--- src/sdi_framer_pkg.sv ---
// Notes on behaviour
// [RULE1] take one 10-bit word per clock; find 30-bit preamble at any bit position
// [RULE2] search 39 bits: three pipeline words plus nine low input bits
// [RULE3] encode preamble start as offset; compare with held offset
// [RULE4] new-offset flag from compare; load offset only on realignment
// [RULE5] offset steers shifter picking 10-bit word from 19-bit slice
// [RULE6] one scrambled word in, one descrambled framed word out per clock
// [RULE7] filter low: always realign; high: ignore single off-offset preamble
// [RULE8] async-serial mode high: pass input words through unchanged
// [RULE9] bypass high with async mode low also passes through, muxed before output reg
// [RULE10] receiver mode output is async mode inverted and registered
// [RULE11] line toggle flips on every detection while async mode is high, filtered ones included
// [RULE12] line toggle holds while async mode is low
// [RULE13] filtered off-offset preamble gives exactly one-cycle error pulse
// [RULE14] preamble is ten ones then twenty zeros
// [RULE15] new-offset flag holds until matching preamble or one while realign allowed
// [RULE16] realign disallowed: detect offsets, keep offset register
// [RULE17] timing marker high for four preamble words, even if misframed
// [RULE18] filter low forces realign allowed; high routes flag to realign allow
// [RULE19] reset clears offset, pipes, toggle, error; unframed until first preamble
`default_nettype none
package sdi_framer_pkg;
    localparam int WORD_W = 10;
    localparam int VEC_W = 39;
    localparam int SLICE_W = 19;
    localparam int OFF_W = 4;
    localparam int NUM_OFF = 10;
    localparam int ONES_LEN = 10;
    localparam int ZEROS_LEN = 20;
    localparam int HIST_W = 9;
    localparam int TAP_MID = 5;
    localparam logic [1:0] TRS_REST = 2'h3;
    localparam int ADDR_W = 8;
    localparam int DATA_W = 32;
    localparam logic [ADDR_W-1:0] OFS_CTRL = 8'h00;
    localparam logic [ADDR_W-1:0] OFS_STATUS = 8'h04;
    localparam logic [ADDR_W-1:0] OFS_IRQ_STAT = 8'h08;
    localparam logic [ADDR_W-1:0] OFS_IRQ_MASK = 8'h0C;
    localparam int CTRL_W = 3;
    localparam int IRQ_W = 4;
    localparam logic [CTRL_W-1:0] CTRL_RESET = 3'h0;

    typedef enum logic [0:0] {
        HUNT = 1'b0,
        LOCKED = 1'b1
    } framing_type;

    typedef struct packed {
        logic asi_mode;
        logic bypass;
        logic filter_sel;
    } ctrl_type;

    // irq bits: nsp rise, realign, filtered error, preamble
    typedef struct packed {
        logic nsp_rise;
        logic realign;
        logic filt_err;
        logic preamble;
    } irq_type;

    typedef struct packed {
        logic [ADDR_W-1:0] addr;
        logic [DATA_W-1:0] wdata;
        logic wr;
        logic rd;
    } reg_req_type;

    typedef struct packed {
        logic timing_mark;
        logic framed;
        logic new_offset;
        logic line_toggle;
        logic filter_err;
    } video_status_type;
endpackage : sdi_framer_pkg
`default_nettype wire

--- src/sdi_parallel_framer_decoder.sv ---
// Our own choices: the address-and-strobe port and the register addresses.
`default_nettype none
module sdi_parallel_framer_decoder
    import sdi_framer_pkg::*;
(
    // clock, reset, enable
    input wire logic CLOCK,
    input wire logic RST_B,
    input wire logic CE,
    // register port
    input wire reg_req_type REG_REQ,
    output logic [DATA_W-1:0] RDATA,
    output logic IRQ,
    // video words
    input wire logic [WORD_W-1:0] DIN,
    output logic [WORD_W-1:0] DOUT,
    // status
    output video_status_type STATUS,
    output logic RECEIVER_MODE_OUT
);

    // =========================================================
    // helpers
    // =========================================================
    function automatic logic [NUM_OFF-1:0] find_hits(input logic [VEC_W-1:0] v);
        logic [NUM_OFF-1:0] h;
        h = '0;
        for (int k = 0; k < NUM_OFF; k++) begin
            h[k] = (&v[k +: ONES_LEN]) & ~(|v[k + ONES_LEN +: ZEROS_LEN]); // RULE14
        end
        return h;
    endfunction

    function automatic logic [OFF_W-1:0] encode(input logic [NUM_OFF-1:0] h);
        logic [OFF_W-1:0] o;
        o = '0;
        for (int k = NUM_OFF - 1; k >= 0; k--) begin
            if (h[k]) begin
                o = OFF_W'(k);
            end
        end
        return o;
    endfunction

    function automatic logic [WORD_W-1:0] shift_out(
        input logic [SLICE_W-1:0] s,
        input logic [OFF_W-1:0] o
    );
        return s[o +: WORD_W];
    endfunction

    // =========================================================
    // state
    // =========================================================
    typedef struct packed {
        logic nrzi_last;
        logic [HIST_W-1:0] nrz_hist;
        logic [WORD_W-1:0] desc;
        logic [WORD_W-1:0] pipe_stage_one;
        logic [WORD_W-1:0] pipe_stage_two;
        logic [WORD_W-1:0] pipe_stage_three;
        logic [OFF_W-1:0] offset;
        logic nsp;
        framing_type framing;
        logic [1:0] trs_cnt;
        logic [WORD_W-1:0] dout;
        video_status_type stat;
        logic receiver_mode_echo;
        ctrl_type ctrl;
        irq_type irq_stat;
        irq_type irq_mask;
        logic irq;
        logic [DATA_W-1:0] rdata;
    } state_type;

    localparam state_type STATE_RESET = '{
        nrzi_last: 1'b0, nrz_hist: '0, desc: '0,
        pipe_stage_one: '0, pipe_stage_two: '0, pipe_stage_three: '0,
        offset: '0, nsp: 1'b0, framing: HUNT, trs_cnt: '0, dout: '0,
        stat: '0, receiver_mode_echo: 1'b1, ctrl: CTRL_RESET,
        irq_stat: '0, irq_mask: '0, irq: 1'b0, rdata: '0
    };

    state_type q;
    state_type d;

    // =========================================================
    // next state
    // =========================================================
    always_comb begin
        logic [WORD_W-1:0] nrz;
        logic [SLICE_W-1:0] chain;
        logic [WORD_W-1:0] descr;
        logic [VEC_W-1:0] vec;
        logic [NUM_OFF-1:0] hits;
        logic found;
        logic [OFF_W-1:0] enc;
        logic differs;
        logic realign_ok;
        logic realign;
        logic filtered;
        logic [OFF_W-1:0] use_off;
        logic pass_through;
        irq_type ev;
        irq_type w1c;
        logic [DATA_W-1:0] rd_val;
        nrz = '0;
        chain = '0;
        descr = '0;
        vec = '0;
        hits = '0;
        found = 1'b0;
        enc = '0;
        differs = 1'b0;
        realign_ok = 1'b0;
        realign = 1'b0;
        filtered = 1'b0;
        use_off = '0;
        pass_through = 1'b0;
        d = q;
        ev = '0;
        w1c = '0;
        rd_val = '0;

        // descrambler: nrzi to nrz, then x^9 + x^4 + 1
        nrz = DIN ^ {DIN[WORD_W-2:0], q.nrzi_last};
        chain = {nrz, q.nrz_hist};
        for (int i = 0; i < WORD_W; i++) begin
            descr[i] = chain[i + HIST_W] ^ chain[i + TAP_MID] ^ chain[i];
        end
        d.nrzi_last = DIN[WORD_W-1];
        d.nrz_hist = nrz[WORD_W-1:1];
        d.desc = descr; // RULE6

        // preamble search over pipelined descrambled words
        d.pipe_stage_one = q.desc; // RULE1
        d.pipe_stage_two = q.pipe_stage_one;
        d.pipe_stage_three = q.pipe_stage_two;
        vec = {q.desc[HIST_W-1:0], q.pipe_stage_one,
               q.pipe_stage_two, q.pipe_stage_three}; // RULE2
        hits = find_hits(vec);
        found = |hits;
        enc = encode(hits); // RULE3
        differs = (enc != q.offset); // RULE3

        // filter low: always allowed; high: allowed only while flag is up
        realign_ok = q.ctrl.filter_sel ? q.nsp : 1'b1; // RULE18 RULE7
        realign = found && differs && realign_ok; // RULE4
        filtered = found && differs && !realign_ok; // RULE16

        if (found) begin
            d.nsp = filtered; // RULE15 RULE4
            d.framing = LOCKED; // RULE19
        end
        if (realign) begin
            d.offset = enc; // RULE4
        end

        // shifter takes the new offset at once when realigning
        use_off = realign ? enc : q.offset;

        // timing marker across the four preamble words
        if (found) begin
            d.stat.timing_mark = 1'b1; // RULE17
            d.trs_cnt = TRS_REST;
        end else if (q.trs_cnt != '0) begin
            d.stat.timing_mark = 1'b1;
            d.trs_cnt = q.trs_cnt - 2'h1;
        end else begin
            d.stat.timing_mark = 1'b0;
        end

        // output mux ahead of the output register
        pass_through = q.ctrl.asi_mode || q.ctrl.bypass; // RULE8 RULE9
        if (pass_through) begin
            d.dout = DIN; // RULE8 RULE9
        end else begin
            d.dout = shift_out({q.pipe_stage_two[HIST_W-1:0], q.pipe_stage_three},
                               use_off); // RULE5
        end

        d.stat.framed = (d.framing == LOCKED) && !d.nsp;
        d.stat.new_offset = d.nsp;
        if (found && q.ctrl.asi_mode) begin
            d.stat.line_toggle = !q.stat.line_toggle; // RULE11 RULE12
        end
        d.stat.filter_err = filtered && q.ctrl.filter_sel; // RULE13
        d.receiver_mode_echo = !q.ctrl.asi_mode; // RULE10

        // register writes
        if (REG_REQ.wr) begin
            case (REG_REQ.addr)
                OFS_CTRL: d.ctrl = ctrl_type'(REG_REQ.wdata[CTRL_W-1:0]);
                OFS_IRQ_STAT: w1c = irq_type'(REG_REQ.wdata[IRQ_W-1:0]);
                OFS_IRQ_MASK: d.irq_mask = irq_type'(REG_REQ.wdata[IRQ_W-1:0]);
                default: ;
            endcase
        end

        // sticky events; a set in the clearing cycle wins
        ev.preamble = found;
        ev.filt_err = filtered && q.ctrl.filter_sel;
        ev.realign = realign;
        ev.nsp_rise = filtered && !q.nsp;
        d.irq_stat = (q.irq_stat & ~w1c) | ev;
        d.irq = |(d.irq_stat & d.irq_mask);

        // register reads, answered next cycle
        case (REG_REQ.addr)
            OFS_CTRL: rd_val = DATA_W'(q.ctrl);
            OFS_STATUS: rd_val = DATA_W'({q.receiver_mode_echo, q.stat.line_toggle,
                                          q.stat.framed, q.nsp, q.offset});
            OFS_IRQ_STAT: rd_val = DATA_W'(q.irq_stat);
            OFS_IRQ_MASK: rd_val = DATA_W'(q.irq_mask);
            default: rd_val = '0;
        endcase
        d.rdata = REG_REQ.rd ? rd_val : '0;
    end

    // =========================================================
    // registers
    // =========================================================
    always_ff @(posedge CLOCK) begin
        if (!RST_B) begin
            q <= STATE_RESET; // RULE19
        end else if (CE) begin
            q <= d;
        end
    end

    assign RDATA = q.rdata;
    assign IRQ = q.irq;
    assign DOUT = q.dout;
    assign STATUS = q.stat;
    assign RECEIVER_MODE_OUT = q.receiver_mode_echo;

endmodule // sdi_parallel_framer_decoder
`default_nettype wire

--- config.mk ---
export PLATFORM = sky130hd
export DESIGN_NAME = sdi_parallel_framer_decoder
export DESIGN_NICKNAME = d
export VERILOG_FILES = /design/src/sdi_framer_pkg.sv /design/src/sdi_parallel_framer_decoder.sv
export SDC_FILE = /design/constraint.sdc
export NUM_CORES = 1
export LEC_CHECK = 0
export CAP_MARGIN = 25
export CORE_ASPECT_RATIO = 1.5
export CORE_UTILIZATION = 45
export DETAILED_ROUTE_END_ITERATION = 8
export DONT_BUFFER_PORTS = 1
export PLACE_DENSITY = 0.7
export REMOVE_ABC_BUFFERS = 1
export SETUP_SLACK_MARGIN = 0.3
export SLEW_MARGIN = 20
export SYNTH_ARGS = -nofsm -noshare
export SYNTH_HDL_FRONTEND = slang
export SYNTH_SLANG_ARGS = --single-unit
--- constraint.sdc ---
create_clock -name CLOCK -period 8.3 [get_ports CLOCK]
set_input_delay 1.245 -clock CLOCK [delete_from_list [all_inputs] [get_ports CLOCK]]
set_output_delay 1.245 -clock CLOCK [all_outputs]
set_load 0.05 [all_outputs]
==> impl_results.html <==
<table>
<tr><th>Metric</th><th>Value</th></tr>
<tr><th colspan="2">STA</th></tr>
<tr><td>Max-slew violation count</td><td>0</td></tr>
<tr><td>Setup tns final</td><td>0 ns</td></tr>
<tr><td>Count of endpoints failing setup in the final report</td><td>0</td></tr>
<tr><td>Actual slew at the worst max-slew pin</td><td>approximately 0.96 ns</td></tr>
<tr><td>Final hold vios</td><td>0</td></tr>
<tr><td>Fin crit period</td><td>4.09 ns</td></tr>
<tr><td>Fraction of the cycle the final worst path needs</td><td>0.493</td></tr>
<tr><td>Timing-limited maximum frequency</td><td>between 200 and 250 MHz</td></tr>
<tr><td>Worst Clk Skew</td><td>0.00788 ns</td></tr>
<tr><td>Slew Limit Headroom</td><td>0.358</td></tr>
<tr><td>Hold_ws</td><td>about 0.47 ns</td></tr>
<tr><td>Setup repair after global routing missed its margin</td><td>false</td></tr>
<tr><th colspan="2">Synthesis</th></tr>
<tr><td>Simple-Gate Fraction of Synth Area</td><td>0.244</td></tr>
<tr><td>Post-synthesis cell area</td><td>~5900 um2</td></tr>
<tr><td>Adder and majority gate portion of the synthesized area</td><td>0.00212</td></tr>
<tr><td>Top flip-flop cell by instance count after synthesis</td><td>sky130_fd_sc_hd__dfxtp_1</td></tr>
<tr><td>Post-synth EDFFs</td><td>0</td></tr>
<tr><td>Number of distinct library cells after synthesis</td><td>between 80 and 90</td></tr>
<tr><td>Xor/xnor share of the synthesized area</td><td>0.0518</td></tr>
<tr><td>Post-synthesis average cell area</td><td>8.25 um2</td></tr>
<tr><td>Number of synthesized register bits</td><td>between 90 and 100</td></tr>
<tr><td>Yosys warns</td><td>0</td></tr>
<tr><td>Number of standard cells after synthesis</td><td>between 700 and 800</td></tr>
<tr><td>Multiplexer fraction of the synthesized cell area</td><td>0.116</td></tr>
<tr><td>Main combinational cell family by area after synthesis</td><td>simple AND/OR/NAND/NOR gates</td></tr>
<tr><td>Sequential-to-total area share from yosys stat</td><td>0.315</td></tr>
<tr><td>Share of synthesized flip-flops with an asynchronous set or reset</td><td>0</td></tr>
<tr><td>Compound-gate portion of the synthesized area</td><td>0.172</td></tr>
<tr><th colspan="2">Clock network</th></tr>
<tr><td>Clock transition time at the flip-flop clock pins of the worst setup and hold paths</td><td>0.07 ns</td></tr>
<tr><td>Clock buffer depth</td><td>2</td></tr>
<tr><td>TritonCTS Buffers</td><td>9</td></tr>
<tr><td>Post-CTS Setup Repair Bufs</td><td>0</td></tr>
<tr><td>Htree depth</td><td>3</td></tr>
<tr><td>Clock Tree Root</td><td>sky130_fd_sc_hd__clkbuf_16</td></tr>
<tr><td>TritonCTS clock tree</td><td>yes</td></tr>
<tr><td>Worst-Skew Late Latency</td><td>roughly 0.35 ns</td></tr>
<tr><td>Hold_buf cts</td><td>0</td></tr>
<tr><td>Gates resized, CTS repair</td><td>0</td></tr>
<tr><td>Number of sinks driven by the clock tree</td><td>93</td></tr>
<tr><th colspan="2">Power and ir drop</th></tr>
<tr><td>Pleak</td><td>2.05 nW</td></tr>
<tr><td>Worst vdd ir</td><td>0.000110 V</td></tr>
<tr><td>PD cells</td><td>170 nW/um2</td></tr>
<tr><th colspan="2">GRT</th></tr>
<tr><td>Vias in the first global route</td><td>between 4000 and 5000</td></tr>
<tr><td>Wire length of the first global-routing pass</td><td>about 24000 um</td></tr>
<tr><td>Initial antenna violation count</td><td>0</td></tr>
<tr><td>GRT Util Overall</td><td>0.226</td></tr>
<tr><td>Grt ovf</td><td>0</td></tr>
<tr><td>Pin count of the biggest net entering global routing</td><td>about 120</td></tr>
<tr><th colspan="2">Placed design</th></tr>
<tr><td>Port buffer count</td><td>0</td></tr>
<tr><td>Placed Cells</td><td>~800</td></tr>
<tr><td>Placed standard-cell area</td><td>5650 um2</td></tr>
<tr><td>Total half-perimeter wirelength after legalization and detailed placement</td><td>10900 um</td></tr>
<tr><td>Global placement routability congestion</td><td>about 0.94</td></tr>
<tr><th colspan="2">Floorplanning</th></tr>
<tr><td>Die outline width</td><td>between 90 and 100 um</td></tr>
<tr><td>Core Footprint</td><td>between 10000 and 15000 um2</td></tr>
<tr><td>Overall die area</td><td>13600 um2</td></tr>
<tr><td>Die Y</td><td>142 um</td></tr>
<tr><td>I/O pin count</td><td>about 100</td></tr>
<tr><td>Starting density of the core</td><td>0.468</td></tr>
<tr><td>Number of core rows</td><td>50</td></tr>
<tr><th colspan="2">Critical path</th></tr>
<tr><td>Kind of start point of the critical path</td><td>flop</td></tr>
<tr><td>Peak per-stage delay on the critical path</td><td>about 0.60 ns</td></tr>
<tr><td>Worst reg2reg startpoint</td><td>q[77]</td></tr>
<tr><td>R2R depth</td><td>10</td></tr>
<tr><td>CP Data Arrival Time</td><td>between 4 and 5 ns</td></tr>
<tr><td>Cell with the largest stage delay on the worst path</td><td>sky130_fd_sc_hd__or4b_1</td></tr>
<tr><td>Flop-to-flop setup slack</td><td>4.21 ns</td></tr>
<tr><td>Critical path cell sequence</td><td>or4b_1, or4_4, nor4_4, a31oi_1, a21boi_1, a21o_1, mux2i_1, o32ai_1, nor4_1, o21ai_1</td></tr>
<tr><td>Worst EP required</td><td>roughly 8.5 ns</td></tr>
<tr><td>Reg2reg end</td><td>DOUT[5]</td></tr>
<tr><td>Critical setup path kind</td><td>flop to flop</td></tr>
<tr><td>Launch point of the worst path</td><td>q[77]</td></tr>
<tr><td>Worst-path maximum fanout</td><td>22</td></tr>
<tr><td>Capturing element type of the critical path</td><td>flop</td></tr>
<tr><th colspan="2">Drt</th></tr>
<tr><td>Detailed-route via count</td><td>approximately 5000</td></tr>
<tr><td>Vias per cell</td><td>~6</td></tr>
<tr><td>Remaining DRCs</td><td>0</td></tr>
<tr><td>Average wire length per cell after detail routing</td><td>18.4 um</td></tr>
<tr><td>Post-Route WL</td><td>between 15000 and 20000 um</td></tr>
<tr><td>Detailed-router iteration count before antenna repair</td><td>5</td></tr>
<tr><td>Detailed Route Iter0 Violations</td><td>390</td></tr>
<tr><td>Post-route antenna net violation count</td><td>0</td></tr>
<tr><th colspan="2">Finish</th></tr>
<tr><td>Most frequent cells in the layout</td><td>sky130_fd_sc_hd__nor2_1, sky130_fd_sc_hd__dfxtp_1, sky130_fd_sc_hd__mux2i_1</td></tr>
<tr><td>Layout Nets</td><td>714</td></tr>
<tr><td>Layout cell share with drive strength beyond 1</td><td>0.0633</td></tr>
<tr><td>Count of antenna diodes in the layout</td><td>0</td></tr>
<tr><td>P&amp;R area growth vs syn</td><td>0.169%</td></tr>
<tr><td>Number of standard cells in the final layout excluding fillers</td><td>between 800 and 900</td></tr>
<tr><td>Final std cell area, no fill</td><td>between 5000 and 6000 um2</td></tr>
<tr><td>Fraction of the core area covered by cells at the end of the flow</td><td>0.469</td></tr>
<tr><td>Most common cell after layout, fill and taps aside</td><td>sky130_fd_sc_hd__nor2_1</td></tr>
<tr><th colspan="2">Min path</th></tr>
<tr><td>HP Class</td><td>flop to flop</td></tr>
<tr><td>Endpoint of the worst hold path</td><td>q[60]</td></tr>
<tr><td>Worst Hold Launch</td><td>q[60]</td></tr>
<tr><td>Depth of the worst hold-timing path</td><td>1</td></tr>
<tr><th colspan="2">Flow run</th></tr>
<tr><td>Max-capacitance violation count</td><td>0</td></tr>
<tr><th colspan="2">Outcome</th></tr>
<tr><td>Run status</td><td>completed</td></tr>
</table>
==> cells in the mapped netlist, types with 3 or more instances <==
cell type                   number  share of area
sky130_fd_sc_hd__a31oi_1         8         0.0085
sky130_fd_sc_hd__nor2_1         96          0.061
sky130_fd_sc_hd__xnor2_1        32          0.047
sky130_fd_sc_hd__mux4_2          3          0.011
sky130_fd_sc_hd__nand2b_1       18          0.019
sky130_fd_sc_hd__o221ai_1        3         0.0044
sky130_fd_sc_hd__a21oi_1        33          0.028
sky130_fd_sc_hd__or3_1           6         0.0063
sky130_fd_sc_hd__dfxtp_1        93           0.31
sky130_fd_sc_hd__nor3_1         16          0.014
sky130_fd_sc_hd__nand3b_1        5         0.0063
sky130_fd_sc_hd__xor2_1          3         0.0044
sky130_fd_sc_hd__nand4_1         7         0.0074
sky130_fd_sc_hd__a22oi_1         6         0.0076
sky130_fd_sc_hd__nor4b_1         3         0.0044
sky130_fd_sc_hd__o2111ai_1       7          0.010
sky130_fd_sc_hd__o21ai_0        18          0.015
sky130_fd_sc_hd__o21a_1          3         0.0038
sky130_fd_sc_hd__mux2i_1        55          0.093
sky130_fd_sc_hd__a21o_1          3         0.0038
sky130_fd_sc_hd__and2_1          3         0.0032
sky130_fd_sc_hd__and3_1          5         0.0053
sky130_fd_sc_hd__a211oi_1       23          0.029
sky130_fd_sc_hd__clkbuf_1       37          0.023
sky130_fd_sc_hd__inv_1           5         0.0032
sky130_fd_sc_hd__nand2_1        49          0.031
sky130_fd_sc_hd__nand3_1        27          0.023
sky130_fd_sc_hd__buf_1           4         0.0025
sky130_fd_sc_hd__or2_2           3         0.0032
sky130_fd_sc_hd__buf_4          49          0.062
sky130_fd_sc_hd__nor4_1          5         0.0053
sky130_fd_sc_hd__nor2b_1        11          0.012
sky130_fd_sc_hd__a311oi_1        3         0.0044
sky130_fd_sc_hd__o211ai_1       10          0.013
==> flip-flops by register name, summed over array words and instances, names as in the netlist <==
name,cells
RECEIVER_MODE_OUT,1
q,38
RDATA,8
STATUS,5
IRQ,1
d,30
DOUT,10
==> area by class of cell <==
class,count,area (um2)
fillers,1258,6710
multi-input cells,547,3560
flip-flops and latches,93,1860
clock buffers,10,229
well taps,156,195
clock inverters,6,46.3
inverters,6,22.5
repair buffers,1,7.51
==> metrics by stage <==
step	total power, W	worst slack, ns
final	0.00101	4.21
after global routing	0.00104	3.96
after floorplan	0.000600	4.96
after detailed placement	0.000626	4.36
after global placement	0.000622	4.37
after CTS	0.00101	4.30
==> metal layers <==
metal,routed length (um),GRT usage
met5,0,0
met4,529,0.111
met3,765,0.0486
met2,7770,0.390
met1,5970,0.257
==> cells by family (layout without fill, tap and decap cells) <==
kind of cell               count (synthesis)  after routing
other                                      1             24
muxes                                     63             63
DFF                                       93             93
buffers and inverters                    100             23
and+or+nand+nor                          279            279
xor gates and xnor gates                  35             35
adders and majority gates                  1              1
AOI/OAI and AO/OA                        145            145
==> worst max-delay path: cells and delay by family (launching register included) <==
| family | cells | cell delay [ns] |
|---|---|---|
| flip-flops | 1 | 0.46 |
| multiplexers | 1 | 0.33 |
| AO/OA/AOI/OAI | 5 | 1.38 |
| AND/OR/NAND/NOR | 4 | 1.80 |
==> power breakdown <==
part           internal (W)  leakage [nW]  switching [W]
clock              0.000205         0.129       0.000184
sequential         0.000465         0.757      0.0000307
combinational     0.0000472          1.16      0.0000731
total              0.000717          2.05       0.000288
==> how the worst max path moves through the flow <==
stage	end	slack (ns)	cells past startpoint
floorplan	DOUT[1]	4.96	9
global placement	DOUT[5]	4.37	10
detailed placement	DOUT[8]	4.36	10
CTS	DOUT[5]	4.30	10
global route	DOUT[5]	3.96	10
finish	DOUT[5]	4.21	10
No activity file was read; power rests on OpenSTA's default activity.
